[src/design/srsp_pkg.sv]
// Shared constants and types of the stepper ramp and stop priority block
package srsp_pkg;
  // ==========================================================
  // Register byte offsets
  localparam logic [7:0] A_CTRL = 8'h00; // motor_run_control_reg
  localparam logic [7:0] A_PDIR = 8'h04; // pin_direction_reg
  localparam logic [7:0] A_MASK = 8'h08; // pin_irq_mask_reg
  localparam logic [7:0] A_EDGE = 8'h0c; // pin_edge_select_reg
  localparam logic [7:0] A_ACT = 8'h10; // Per-pin reverse and extra-step enables
  localparam logic [7:0] A_ROT = 8'h14; // Programmed rotation step count
  localparam logic [7:0] A_XTRA = 8'h18; // Extra step count
  localparam logic [7:0] A_RAMP = 8'h1c; // Ramp length in steps
  localparam logic [7:0] A_STAT = 8'h20; // State and remaining count
  // ==========================================================
  // Field positions
  localparam int NPIN = 2; // Sense pins handled here
  localparam int C_DIR = 0; // 1 = counterclockwise
  localparam int C_HARD = 1; // Hard stop enable
  localparam int C_RDN = 2; // Ramp-down enable
  localparam int C_RUP = 3; // Ramp-up enable
  localparam int C_RUN = 7; // Write 1 start, write 0 stop
  localparam int ACT_XTRA_LSB = 2; // Extra-step enables sit above reverse enables
  // ==========================================================
  // Reset values
  localparam logic [7:0] CTRL_RST = 8'h00;
  localparam logic [1:0] PIN_RST = 2'h0;
  localparam logic [3:0] ACT_RST = 4'h0;
  localparam logic [15:0] ROT_RST = 16'h0010;
  localparam logic [7:0] XTRA_RST = 8'h04;
  localparam logic [7:0] RAMP_RST = 8'h08;
  // ==========================================================
  // Timing
  localparam int CLK_PERIOD_NS = 10;
  localparam int STEP_PERIOD_NS = 1000; // Step period, least time
  localparam int STEP_CYC = (STEP_PERIOD_NS + CLK_PERIOD_NS - 1) / CLK_PERIOD_NS;
  // ==========================================================
  // Bus and state encodings
  localparam int HTRANS_ACTIVE_BIT = 1; // NONSEQ or SEQ
  typedef enum logic [4:0] {
    ST_IDLE = 5'h01,
    ST_RAMPUP = 5'h02,
    ST_RUN = 5'h04,
    ST_EXTRA = 5'h08,
    ST_RAMPDN = 5'h10
  } srsp_state_t;
endpackage

[src/design/srsp_top.sv]
// Stepper ramp, stop priority and sense-pin action logic with AHB-Lite registers
`timescale 1ns/1ns
module srsp_top #(
  parameter int STEP_DIV = srsp_pkg::STEP_CYC // Clock cycles per motor step
) (
  input wire logic CLK, // 100 MHz clock
  input wire logic RESETN, // Async reset, active low
  input wire logic HSEL, // Slave select
  input wire logic [7:0] HADDR, // Byte address
  input wire logic [1:0] HTRANS, // Transfer type
  input wire logic HWRITE, // Write when high
  input wire logic [2:0] HSIZE, // Word only
  input wire logic [31:0] HWDATA, // Write data
  input wire logic HREADY, // Bus ready
  output logic [31:0] HRDATA, // Read data
  output logic HREADYOUT, // Slave ready
  output logic HRESP, // Always OKAY
  input wire logic [1:0] SENSE_PIN, // sense_pin_1, sense_pin_0
  output logic STEP_OUT, // One-cycle step pulse
  output logic DIR_OUT, // 1 = counterclockwise
  output logic MOTOR_ON, // Motor sequence active
  output logic RAMPING // In a ramp phase
);
  // ==========================================================
  // Register file
  logic [7:0] ctrl_r;
  logic [1:0] pdir_r;
  logic [1:0] mask_r;
  logic [1:0] edge_r;
  logic [3:0] act_r;
  logic [15:0] rot_r;
  logic [7:0] xtra_r;
  logic [7:0] ramp_r;
  logic [7:0] addr_r;
  logic wr_ph_r;
  logic rd_ph_r;
  logic hready_r;
  logic [31:0] rdata_r;
  // Motor sequencing state
  srsp_pkg::srsp_state_t st_r;
  srsp_pkg::srsp_state_t st_nxt;
  logic [15:0] cnt_r;
  logic [15:0] cnt_nxt;
  logic [15:0] div_r;
  logic dir_r;
  logic dir_nxt;
  logic revp_r;
  logic revp_nxt;
  logic step_r;
  logic on_r;
  logic ramp_out_r;
  logic [1:0] s1_r;
  logic [1:0] s2_r;
  logic [1:0] s3_r;

  // ==========================================================
  // Bus decode; reads take one wait state so a write just before is seen
  wire acc_w = HSEL && HREADY && HTRANS[srsp_pkg::HTRANS_ACTIVE_BIT];
  wire wr_ctrl = wr_ph_r && (addr_r == srsp_pkg::A_CTRL);
  wire wr_pdir = wr_ph_r && (addr_r == srsp_pkg::A_PDIR);
  wire wr_mask = wr_ph_r && (addr_r == srsp_pkg::A_MASK);
  wire wr_edge = wr_ph_r && (addr_r == srsp_pkg::A_EDGE);
  wire wr_act = wr_ph_r && (addr_r == srsp_pkg::A_ACT);
  wire wr_rot = wr_ph_r && (addr_r == srsp_pkg::A_ROT);
  wire wr_xtra = wr_ph_r && (addr_r == srsp_pkg::A_XTRA);
  wire wr_ramp = wr_ph_r && (addr_r == srsp_pkg::A_RAMP);
  wire running = (st_r != srsp_pkg::ST_IDLE);
  wire [7:0] ctrl_rd = {running, ctrl_r[6:0]};
  wire [31:0] stat_rd = {8'h00, cnt_r, 3'h0, st_r};
  wire [31:0] rd_mux =
    (addr_r == srsp_pkg::A_CTRL) ? {24'h000000, ctrl_rd} :
    (addr_r == srsp_pkg::A_PDIR) ? {30'h00000000, pdir_r} :
    (addr_r == srsp_pkg::A_MASK) ? {30'h00000000, mask_r} :
    (addr_r == srsp_pkg::A_EDGE) ? {30'h00000000, edge_r} :
    (addr_r == srsp_pkg::A_ACT) ? {28'h0000000, act_r} :
    (addr_r == srsp_pkg::A_ROT) ? {16'h0000, rot_r} :
    (addr_r == srsp_pkg::A_XTRA) ? {24'h000000, xtra_r} :
    (addr_r == srsp_pkg::A_RAMP) ? {24'h000000, ramp_r} :
    (addr_r == srsp_pkg::A_STAT) ? stat_rd : 32'h00000000;

  // Bus phase tracking
  always_ff @(posedge CLK or negedge RESETN) begin
    if (!RESETN) begin
      addr_r <= 8'h00;
      wr_ph_r <= 1'b0;
      rd_ph_r <= 1'b0;
      hready_r <= 1'b1;
      rdata_r <= 32'h00000000;
    end else begin
      wr_ph_r <= acc_w && HWRITE;
      rd_ph_r <= acc_w && !HWRITE;
      hready_r <= !(acc_w && !HWRITE);
      if (acc_w) begin
        addr_r <= HADDR;
      end
      if (rd_ph_r) begin
        rdata_r <= rd_mux;
      end
    end
  end

  // Configuration registers; run bit is stored but unused, its read value reflects the state
  always_ff @(posedge CLK or negedge RESETN) begin
    if (!RESETN) begin
      ctrl_r <= srsp_pkg::CTRL_RST;
      pdir_r <= srsp_pkg::PIN_RST;
      mask_r <= srsp_pkg::PIN_RST;
      edge_r <= srsp_pkg::PIN_RST;
      act_r <= srsp_pkg::ACT_RST;
      rot_r <= srsp_pkg::ROT_RST;
      xtra_r <= srsp_pkg::XTRA_RST;
      ramp_r <= srsp_pkg::RAMP_RST;
    end else begin
      if (wr_ctrl) ctrl_r <= HWDATA[7:0];
      if (wr_pdir) pdir_r <= HWDATA[1:0];
      if (wr_mask) mask_r <= HWDATA[1:0];
      if (wr_edge) edge_r <= HWDATA[1:0];
      if (wr_act) act_r <= HWDATA[3:0];
      if (wr_rot) rot_r <= HWDATA[15:0];
      if (wr_xtra) xtra_r <= HWDATA[7:0];
      if (wr_ramp) ramp_r <= HWDATA[7:0];
    end
  end

  // ==========================================================
  // Sense pins: two-flop synchroniser plus one history flop, no filter
  always_ff @(posedge CLK or negedge RESETN) begin
    if (!RESETN) begin
      s1_r <= 2'h0;
      s2_r <= 2'h0;
      s3_r <= 2'h0;
    end else begin
      s1_r <= SENSE_PIN;
      s2_r <= s1_r;
      s3_r <= s2_r;
    end
  end

  // Edge qualification; pin 0 wins when both pins fire together
  wire [1:0] rise_w = s2_r & ~s3_r;
  wire [1:0] fall_w = ~s2_r & s3_r;
  wire [1:0] evt_w = pdir_r & mask_r & ((rise_w & ~edge_r) | (fall_w & edge_r));
  wire rev_sel = evt_w[0] ? act_r[0] : act_r[1];
  wire xtra_sel = evt_w[0] ? act_r[srsp_pkg::ACT_XTRA_LSB] : act_r[srsp_pkg::ACT_XTRA_LSB + 1];

  // ==========================================================
  // Step timebase and host requests taken in the write data phase
  wire tick_w = (div_r == 16'(STEP_DIV - 1));
  wire done_w = tick_w && (cnt_r <= 16'h0001);
  wire start_req = wr_ctrl && HWDATA[srsp_pkg::C_RUN] && !running;
  wire stop_req = wr_ctrl && !HWDATA[srsp_pkg::C_RUN] && running;
  wire hard_w = HWDATA[srsp_pkg::C_HARD];
  wire rdn_w = HWDATA[srsp_pkg::C_RDN];
  wire can_rdn = rdn_w && (ramp_r != 8'h00);
  // Stop target by priority: hard stop, then ramp-down, then plain halt
  wire stop_to_rdn = !hard_w && can_rdn;
  // Pin action only at final speed; events in other states just drop
  wire irq_take = (st_r == srsp_pkg::ST_RUN) && (|evt_w) && (rev_sel || xtra_sel)
    && !stop_req;

  // Next state of the motor sequence
  always_comb begin
    st_nxt = st_r;
    cnt_nxt = (tick_w && (cnt_r != 16'h0000)) ? cnt_r - 16'h0001 : cnt_r;
    dir_nxt = dir_r;
    revp_nxt = revp_r;
    unique case (st_r)
      srsp_pkg::ST_IDLE: begin
        if (start_req) begin
          dir_nxt = HWDATA[srsp_pkg::C_DIR];
          if (HWDATA[srsp_pkg::C_RUP] && (ramp_r != 8'h00)) begin
            st_nxt = srsp_pkg::ST_RAMPUP;
            cnt_nxt = {8'h00, ramp_r};
          end else begin
            st_nxt = srsp_pkg::ST_RUN;
            cnt_nxt = rot_r;
          end
        end
      end
      srsp_pkg::ST_RAMPUP, srsp_pkg::ST_RUN, srsp_pkg::ST_EXTRA: begin
        if (stop_req) begin
          st_nxt = stop_to_rdn ? srsp_pkg::ST_RAMPDN : srsp_pkg::ST_IDLE;
          cnt_nxt = {8'h00, ramp_r};
        end else if (st_r == srsp_pkg::ST_RAMPUP) begin
          if (done_w) begin
            st_nxt = srsp_pkg::ST_RUN;
            cnt_nxt = rot_r;
          end
        end else if (irq_take) begin
          if (xtra_sel && (xtra_r != 8'h00)) begin
            st_nxt = srsp_pkg::ST_EXTRA;
            cnt_nxt = {8'h00, xtra_r};
            revp_nxt = rev_sel;
          end else begin
            dir_nxt = rev_sel ? !dir_r : dir_r;
            cnt_nxt = rot_r;
          end
        end else if (done_w && (st_r == srsp_pkg::ST_EXTRA)) begin
          dir_nxt = revp_r ? !dir_r : dir_r;
          st_nxt = srsp_pkg::ST_RUN;
          cnt_nxt = rot_r;
        end else if (done_w) begin
          // Ramp control still acts at final speed
          if (ctrl_r[srsp_pkg::C_RDN] && (ramp_r != 8'h00)) begin
            st_nxt = srsp_pkg::ST_RAMPDN;
            cnt_nxt = {8'h00, ramp_r};
          end else begin
            st_nxt = srsp_pkg::ST_IDLE;
          end
        end
      end
      srsp_pkg::ST_RAMPDN: begin
        // A soft stop here changes nothing; deceleration simply continues
        if ((stop_req && hard_w) || done_w) begin
          st_nxt = srsp_pkg::ST_IDLE;
        end
      end
      default: begin
        st_nxt = srsp_pkg::ST_IDLE;
      end
    endcase
  end

  // Sequence registers; divider restarts on start so the first step is whole
  always_ff @(posedge CLK or negedge RESETN) begin
    if (!RESETN) begin
      st_r <= srsp_pkg::ST_IDLE;
      cnt_r <= 16'h0000;
      div_r <= 16'h0000;
      dir_r <= 1'b0;
      revp_r <= 1'b0;
    end else begin
      st_r <= st_nxt;
      cnt_r <= cnt_nxt;
      div_r <= (tick_w || start_req) ? 16'h0000 : div_r + 16'h0001;
      dir_r <= dir_nxt;
      revp_r <= revp_nxt;
    end
  end

  // Output flops
  always_ff @(posedge CLK or negedge RESETN) begin
    if (!RESETN) begin
      step_r <= 1'b0;
      on_r <= 1'b0;
      ramp_out_r <= 1'b0;
    end else begin
      step_r <= tick_w && running;
      on_r <= (st_nxt != srsp_pkg::ST_IDLE);
      ramp_out_r <= (st_nxt == srsp_pkg::ST_RAMPUP) || (st_nxt == srsp_pkg::ST_RAMPDN);
    end
  end

  assign HRDATA = rdata_r;
  assign HREADYOUT = hready_r;
  assign HRESP = 1'b0;
  assign STEP_OUT = step_r;
  assign DIR_OUT = dir_r;
  assign MOTOR_ON = on_r;
  assign RAMPING = ramp_out_r;
endmodule // srsp_top

[config.mk]
export PLATFORM = sky130hd
export DESIGN_NAME = srsp_top
export DESIGN_NICKNAME = d
export VERILOG_FILES = /design/src/design/srsp_pkg.sv /design/src/design/srsp_top.sv
export SDC_FILE = /design/constraint.sdc
export NUM_CORES = 1
export LEC_CHECK = 0
export ABC_CLOCK_PERIOD_IN_PS = 8200
export BUFFER_PORTS_ARGS = -buffer_cell sky130_fd_sc_hd__buf_2
export CAP_MARGIN = 10
export CELL_PAD_IN_SITES_DETAIL_PLACEMENT = 0
export CELL_PAD_IN_SITES_GLOBAL_PLACEMENT = 1
export CORE_MARGIN = 1.5
export CORE_UTILIZATION = 45
export CTS_BUF_LIST = sky130_fd_sc_hd__clkbuf_16
export CTS_CLUSTER_SIZE = 10
export DETAILED_ROUTE_END_ITERATION = 8
export HOLD_SLACK_MARGIN = 0.15
export PLACE_DENSITY_LB_ADDON = 0.1
export SLEW_MARGIN = 20
export SYNTH_ARGS = -nofsm -noshare
export SYNTH_HDL_FRONTEND = slang
export SYNTH_SLANG_ARGS = --single-unit
[constraint.sdc]
create_clock -name CLK -period 8.2 [get_ports CLK]
set_clock_uncertainty 0.15 [all_clocks]
set_input_delay 2.46 -clock CLK [delete_from_list [all_inputs] [get_ports CLK]]
set_output_delay 2.46 -clock CLK [all_outputs]
set_load 0.01 [all_outputs]
Yosys cells after proc, flatten, opt, wreduce, memory -nomap -nowiden --
Cells that the tools add are included.
Word-level totals: flip-flop bits (word level) 140, input bits 52, output and inout bits 38, logic and storage cells 159
Cells by class: add/sub/neg operators 2, magnitude comparators 1, eq/ne operators 25, mux-type cells 46, bitwise gates (word level) 12, reduce and logical (&&, ||, !) cells 49
Operators by type and width (count):
- $mux W24 | 9
- $mux W16 | 12
- $mux W5 | 11
- $eq A8 B5 Y1 const B | 4
- $pmux W16 S2 | 1
- $logic_and A1 B1 Y1 | 29
- $add A16 B1 Y16 const B | 1
- $eq A16 B7 Y1 const B | 1
- $eq A8 B4 Y1 const B | 2
- $le A16 B1 Y1 const B | 1
- $reduce_bool A16 Y1 | 1
- $reduce_bool A8 Y1 | 2
- $sub A16 B1 Y16 const B | 1
- $pmux W5 S3 | 1
- $and A2 B2 Y2 | 6
- $ne A3 B3 Y1 const B | 4
- $eq A5 B2 Y1 const B | 2
- $eq A5 B5 Y1 const B | 2
- $mux W1 | 10
- $ne A5 B1 Y1 const B | 2
- $eq A8 B3 Y1 const B | 1
- $eq A8 B6 Y1 const B | 1
- $logic_not A8 Y1 | 1
- $reduce_and A8 Y1 | 1
- other kinds (15) | 29

Depth between registers and ports, before layout --
Gate-level depths: netlist (run 1).
depth after elaboration 15, depth in mapped cells 11, depth with buffers taken out 10

Worst setup path before layout (run 1) --
No wires, ideal clock.
kind input-to-reg, from in HWDATA[7], to reg cnt_r[14], library setup time 0.065 ns, data arrival time 4.002 ns, data required time 7.985 ns, setup slack 3.983 ns, stages on the path 7, path buffers 1, path through clkbuf_1 nor3_4 nor3_2 or4_4 o21ba_2 a2bb2oi_2 o21ba_1
On the way: cells in the longest elaborated chain, start to end 9, elaborated cells on any way between the ends 12, those cells by class mux (5); reduce/logical (7)
Ends and longest elaborated chain:
- start, declared | RTL line srsp_top.sv:13 | input wire logic [31:0] HWDATA,
- $logic_not A1 Y1 | RTL line srsp_top.sv:151 | wire stop_req = wr_ctrl && !HWDATA[srsp_pkg::C_RUN] && running;
- $logic_and A1 B1 Y1 (2 in a row) | RTL line srsp_top.sv:151
- $logic_not A1 Y1 | RTL line srsp_top.sv:159 | && !stop_req;
- $logic_and A1 B1 Y1 | RTL line srsp_top.sv:159
- $mux W16 | RTL line srsp_top.sv:189 | end else if (irq_take) begin
- $mux W16 | RTL line srsp_top.sv:184 | end else if (st_r == srsp_pkg::ST_RAMPUP) begin
- $mux W16 | RTL line srsp_top.sv:181 | if (stop_req) begin
- $pmux W16 S2 * | RTL line srsp_top.sv:167 | unique case (st_r)
- net cnt_nxt[14] | RTL line srsp_top.sv:43 | logic [15:0] cnt_nxt;
- end signal, assigned | RTL line srsp_top.sv:234 | cnt_r <= cnt_nxt;
- end, declared | RTL line srsp_top.sv:42 | logic [15:0] cnt_r;
The timed path passes the listed nets; every way through them passes the cells marked *. A chain may end at the register's enable or synchronous reset.

Worst setup path in the final report (run 1) --
from in HWDATA[7], to reg cnt_r[7]
The elaborated chain is that of the path after synthesis.

==> results.txt, run 1 <==
- The run finished with clean final reports.
- In this run the register-to-register setup slack is 4.59 ns.
- In this run the power spent charging and discharging nets is 0.545 mW.
- GRT Resource Usage Total: 26.1%
- Number of sinks driven by the clock tree: 132
* Clock tree root driver cell: sky130_fd_sc_hd__clkbuf_16
* Data arrival time of the critical path: 4.67 ns
* Std cell rows: 45
* Post-CTS resize count: 0
- The post-route netlist has 23.0% of its cells at a drive strength greater than 1.
* Final worst-path cycle share: 55.2%
- Die Ht: 129 um
- Longest Clk Path Bufs: 2
- In the synthesized netlist, the number of instances is 730.
* Internal power: 1.28 mW
* Warnings, synthesis: 0
* Wire length of the first global-routing pass: 32700 um
- Timing would allow up to 221 MHz.
- Clock-pin slew on the worst setup and hold paths: 0.06 ns
- Number of pins exceeding their max-slew limit in the final report: 0
- Core Box Area: 0.0154 sq mm
* Number of inserted diodes: 0
* Total power consumption of the routed design: 1.83 mW
- Placer Congestion: 0.939
- Max-Cap Viols: 0
* Sequential fraction of the synthesis area: 46.2%
- Ordered cell list for the critical path: buf_2, nor3_4, nor3_2, nand2_1, a311oi_1, a2bb2oi_1, o21ai_1
* Detail-routed net length per standard cell: 20.5 um
* Post-CTS Setup Inserts: 0
* Post-route ant nets: 0
- DR iter-0 viols: 471
- Critical Path RT: 8.34 ns
* Worst hold path stage count: 0
- The setup path with the least slack is of type in -> reg.
* Final-report hold violation count: 0
- Worst flop-to-flop path startpoint: st_r[3]
* Hold_buf cts: 0
- Pin count of the biggest net entering global routing: 69
- Vias post-DR: 5944
- The number of antenna violations at the first check in global routing came to 0.
- Slowest cell on the critical path: sky130_fd_sc_hd__nor3_2
* Port Buf Inserts: 60
* Die X-Extent: 129 um
* Critical path launch point type: primary input
- Vias in the first global route: 5855
- Number of distinct standard cells referenced by the synthesized netlist: 71
- Min cycle time layout: 4.53 ns
- Final core utilization: 53.1%
- After synthesis the netlist holds a flip-flop and latch count of 132.
* Relative slew slack: 36.4%
- Clock network power share: 41.1%
- Pleak: 3.43 nW
* Syn Std Cell Area: 0.00717 sq mm
- Async set-reset flop share out of synthesis: 100%
- The library cell used most frequently in the layout, excluding fill and tap cells, is sky130_fd_sc_hd__dfrtp_1.
- Combinational fraction of design power: 14.7%
* Insertion delay to the later sink of the worst-skew pair: 0.42 ns
- In this run the most critical hold path is launched from s1_r[1].
* WL final: 20600 um
* Detailed placement HPWL: 15000 um
* Number of enable-type register cells in the synthesized netlist: 0
* Synth Flop Type: sky130_fd_sc_hd__dfrtp_1
- Die Outline Area: 0.0167 sq mm
* Number of buffers added by the clock tree synthesis step: 17
- Of the total power, the share spent switching nets is 29.8%.
* CP max FO: 14
* Sum of overflow across all layers after global routing: 0
- Crit-path max cell delay: 0.74 ns
- Initial core utilization: 46.6%
- Number of inserted filler cells in the final layout: 1415
- In this run the power density over the cells is 224 mW/mm^2.
* Avg Cell Area, Syn: 9.82 sq um
- TritonCTS built the clock tree.
* Transition at the pin with the smallest max-transition slack: 0.954 ns
* Area added between synthesis and finish: 13.9%
- FF-to-FF path depth: 8
- The top cell types in the final layout, fill and taps aside, are sky130_fd_sc_hd__dfrtp_1 (127), sky130_fd_sc_hd__nand2_1 (72), sky130_fd_sc_hd__nor2_1 (68).
- Final number of setup-violating endpoints: 0
- After detailed routing, the number of vias per cell comes to 5.93.
- The first TritonRoute pass finished after 6 iterations.
- Class of the worst hold path: reg -> reg
- STA classifies the critical path endpoint as a flop.
- Top Ports: 90
* Setup repair after global routing missed its margin: no
* Hold Path End: s2_r[1]
* Worst R2R End: cnt_r[7]
- Of the total power, registers draw 44.2%.
- Number of nets in the finished design: 834
- The H-tree was split into 4 levels.
- After routing, the total negative slack on setup checks comes to 0 ns.
- Number of design rule violations left after detail routing: 0
- Across the VDD grid, the largest voltage drop is 0.000158 V.
==> worst max-delay path, delay by kind of cell <==
kind            cells  cell delay, ns
buf+inv             1            0.20
compound gates      3            0.70
simple gates        3            1.30
==> how the worst max path moves through the flow <==
stage	startpoint	endpoint	depth (start not counted)
2_1_floorplan	HWDATA[7]	cnt_r[14]	7
3_3_place_gp	HWDATA[7]	cnt_r[7]	7
3_5_place_dp	HWDATA[7]	cnt_r[7]	7
4_1_cts	HWDATA[7]	cnt_r[7]	7
5_1_grt	HWDATA[7]	cnt_r[7]	7
6_report	HWDATA[7]	cnt_r[7]	7
==> synth_stat cells (all sizes together) (3+ instances only) <==
library cell,instances,area share (%)
a41oi,4,0.49
clkbuf,19,0.99
nand3b,6,0.63
nand2,72,3.8
o211ai,8,0.91
dfstp,5,1.8
nor4,12,1.3
or3,5,0.44
xnor2,16,2.0
nand3,20,1.7
o221ai,3,0.37
nand2b,3,0.26
mux2,59,9.3
xor2,11,1.3
nor4b,3,0.58
or4,6,0.73
nor3,18,1.5
nand4,5,0.44
a211oi,3,0.31
a221oi,6,0.73
and2,5,0.44
nor4bb,3,0.42
o21ai,54,3.8
nor3b,3,0.31
o22ai,7,0.61
dfrtp,127,44
a22o,4,0.49
or2,3,0.26
ha,3,0.52
a31oi,3,0.26
and3,12,1.0
a21oi,36,2.6
o31ai,7,0.73
inv,23,1.2
mux2i,9,1.3
nor2b,5,0.44
nor2,71,4.0
a22oi,23,2.4
buf,22,2.0
and4,4,0.49
==> flip-flops by register name (all words and copies together), names as in the netlist, 4 cells and up <==
register and count:
xtra_r 8, st_r 5, HRDATA 24, rot_r 16, cnt_r 16, ramp_r 8, act_r 4, addr_r 8
ctrl_r 7, div_r 16
==> final cells by class <==
| cell class | instances | area, sq um | area share (%) |
|---|---|---|---|
| timing repair buffer | 63 | 329 | 4.03 |
| clock inverter | 15 | 154 | 1.88 |
| clock buffer | 17 | 425 | 5.21 |
| tap | 211 | 264 | 3.23 |
| sequential | 132 | 3310 | 40.5 |
| multi-input combinational | 542 | 3600 | 44.1 |
| inverter | 23 | 86.3 | 1.06 |
==> per-stage QoR <==
step	std cells	hold WS [ns]	setup slack (ns)	instance area, sq um
after floorplan	738	0.181	3.98	7200
after global placement	971	0.182	3.26	7590
after detailed placement	971	0.186	3.32	7590
after CTS	1003	0.201	3.73	8170
after global routing	1003	0.207	3.44	8170
final	1003	0.198	3.67	8170
==> routing by layer <==
layer  vias to the layer above  track usage, %  share of wire [%]
li1                       2742               -                  -
met1                      2949            33.9                 43
met2                       220            43.8                 49
met3                        33            4.05                5.2
met4                         0            10.3                2.8
met5                         -               0                  0
==> cells by family after synthesis <==
family          count (synthesis)  synth area share, %
compound gates                175                 16.0
buf+inv                        64                 4.15
other cells                     1               0.0523
mux                            68                 10.5
simple gates                  260                 19.3
flops                         132                 46.2
xor+xnor                       27                 3.30
fa+ha+maj                       3                0.524
==> power by group through the flow <==
stage                     clock network, mW  logic, mW  registers [mW]
after floorplan                           0      0.204           0.785
after global placement                    0      0.264           0.814
after detailed placement                  0      0.270           0.817
after CTS                             0.767      0.272           0.806
after global routing                  0.792      0.304           0.817
final                                 0.752      0.269           0.808
No activity file was read; power rests on OpenSTA's default activity.
==> inputs of run 2 (changes only) <==
- ABC_CLOCK_PERIOD_IN_PS: 8200 -> 4200
- clock period: 8.2 -> 4.2 ns (I/O delays scaled with it)
==> run 2 against run 1 <==
  * Sequential share of layout area is 0.52 points lower
  * Clock-buffer cell count is the same
  * Largest power group is now the clock network
  * Combinational power is 97% higher
  * Highest routed layer unchanged
  * Design area grew 1.3%
  * Utilization is 0.68 points higher
  * Clock power up 110%
  * Register-to-register slack worse by 3.8 ns
  * First-iteration DRC count down 7.2%
  * Sequential cell count unchanged
  * Worst hold slack better by 0.011 ns
==> results.txt, run 2 (synthesized netlist as in run 1, its figures left out) <==
* Sum of overflow across all layers after global routing: 0
- The worst setup path is captured at a flop.
* Area occupied by multi-input gates: 0.00360 sq mm
* Detailed placement HPWL: 15200 um
* Detailed-routing iteration count for the pre-antenna-repair pass: 5
- Pleak: 3.50 nW
- Leading cell type in the layout, fill and taps excluded: sky130_fd_sc_hd__dfrtp_1
* Vias post-DR: 5957
* Fin Hold WS: 0.209 ns
- CTS tree: built
* Class of the worst hold path: reg -> reg
- For this block, the initial DRC count from the detailed router was 437.
- Across the VDD grid, the largest voltage drop is 0.000400 V.
- 0 antenna diodes ended up in the layout.
- For this run, design rule violations remaining after detail routing come to 0.
- Antenna violations before repair: 0
- Final-report hold violation count: 0
* Die Ht: 129 um
- Data arrival time of the critical path: 3.58 ns
- Number of inserted filler cells in the final layout: 1445
- Summed over all layers, the routed wires come to 20800 um.
- For this design, the sink count on the clock tree is 132.
- Die Outline Area: 0.0167 sq mm
- The floorplan has 45 rows.
- The worst setup path is launched from a flop.
* Initial core utilization: 46.6%
- After detailed routing, the average wire length per cell comes to 20.6 um.
* Commonest cells after routing, fill and taps aside: sky130_fd_sc_hd__dfrtp_1 (127), sky130_fd_sc_hd__nand2_1 (72), sky130_fd_sc_hd__nor2_1 (68)
- Gates resized during post-CTS repair numbered 0.
- Pre-CTS worst setup slack: 0.639 ns
- At the worst endpoint, the required time is 4.38 ns.
* Setup TNS: 0 ns
- In this run the deepest clock path goes through 2 buffers.
* Number of nets in the finished design: 840
- The root buffer cell chosen for the clock tree is sky130_fd_sc_hd__clkbuf_16.
* Min cycle time layout: 3.40 ns
* Upper clock frequency limit: 294 MHz
* Pin count of the biggest net entering global routing: 75
* Transition at the pin with the smallest max-transition slack: 1.01 ns
* Post-CTS Setup Inserts: 0
- CP max FO: 14
- The congestion estimate from routability-driven global placement came to 0.974.
- H-tree level count: 4
- After clock tree synthesis, the clock-pin slew on the worst setup and hold paths is 0.06 ns.
- Final number of setup-violating endpoints: 0
- Setup repair after global routing missed its margin: no
- Core Box Area: 0.0154 sq mm
- Measured on the finished design, the core utilization comes to 53.8%.
* Layout cells sized above 1: 23.7%
- The number of hold buffers added after CTS was 0.
- Buffers placed on the I/O ports in this run total 60.
- The final number of max-transition violations is 0.
* Final worst slack: 0.802 ns
* Max-Cap Viols: 0
- Post-route ant nets: 0
- Die X-Extent: 129 um
- During I/O placement, the number of pins put on the boundary was 90.
- The setup path with the least slack is of type reg -> reg.
- Relative slew slack: 32.9%
- Outcome: completed
- Seq. cell area: 0.00331 sq mm
- The worst path uses 80.9% of the clock period.
* Vias in the first global route: 5943
- Total power consumption of the routed design: 3.70 mW
- Routed via count divided by cell count: 5.90
- Clock tree synthesis inserted a total of 17 buffers.
* Insertion delay to the later sink of the worst-skew pair: 0.42 ns
* Power density of the placed cells: 448 mW/mm^2
* Wire length of the first global-routing pass: 33300 um
* GRT Resource Usage Total: 26.4%
- The register with the most flip-flops in the layout has 24 of them.
- Area added between synthesis and finish: 15.4%
==> run 2: cell count changes in the layout (fill, tap and decap cells not counted), sizes merged <==
cell      previous run  this run
inv                 27        28
bufinv               2         4
clkinvlp             5         2
buf                 63        69
==> run 2: routing by layer <==
layer,vias to the layer above,wire length (um),track usage (%)
met1,2978,8950,33.4
met2,183,10500,45.6
met3,29,931,5.12
li1,2767,-,-
met5,-,0,0
met4,0,386,8.46
==> run 2: worst max-delay path, stage by stage (launching register included) <==
cell and delay, ns:
sky130_fd_sc_hd__dfrtp_1 0.51, sky130_fd_sc_hd__nor2_1 0.25, sky130_fd_sc_hd__and3_1 0.49, sky130_fd_sc_hd__nor3_4 0.14, sky130_fd_sc_hd__nor3_2 0.79, sky130_fd_sc_hd__a211oi_1 0.34
sky130_fd_sc_hd__o21ai_1 0.40, sky130_fd_sc_hd__o21ai_0 0.14, sky130_fd_sc_hd__o21ai_0 0.10
==> run 2: cell type report <==
cell class	instances	share of cell area [%]
clock buffers	17	5.14
clock inverters	15	2.44
inverters	23	1.04
multi-input cells	542	43.5
flip-flops and latches	132	40.0
well taps	211	3.19
repair buffers	69	4.67
==> run 2: final timing paths <==
path,startpoint,to,cells after the start,slack (ns)
max,st_r[3],cnt_r[10],8,0.80
max in group asynchronous,RESETN,ramp_r[3],2,2.40
min reg2reg,s1_r[1],s2_r[1],0,0.21
min in group asynchronous,RESETN,MOTOR_ON,1,0.71
min,s1_r[1],s2_r[1],0,0.21
max reg2reg,st_r[3],cnt_r[10],8,0.80
==> run 2: power breakdown <==
group          internal [mW]  switching [mW]
sequential              1.40           0.177
clock                  0.997           0.594
combinational          0.232           0.299
total                   2.63            1.07
==> run 2: through the flow <==
stage               cell area (sq um)  cells
floorplan                        7200    738
global placement                 7640    977
detailed placement               7640    977
CTS                              8270   1009
global route                     8270   1009
finish                           8270   1009
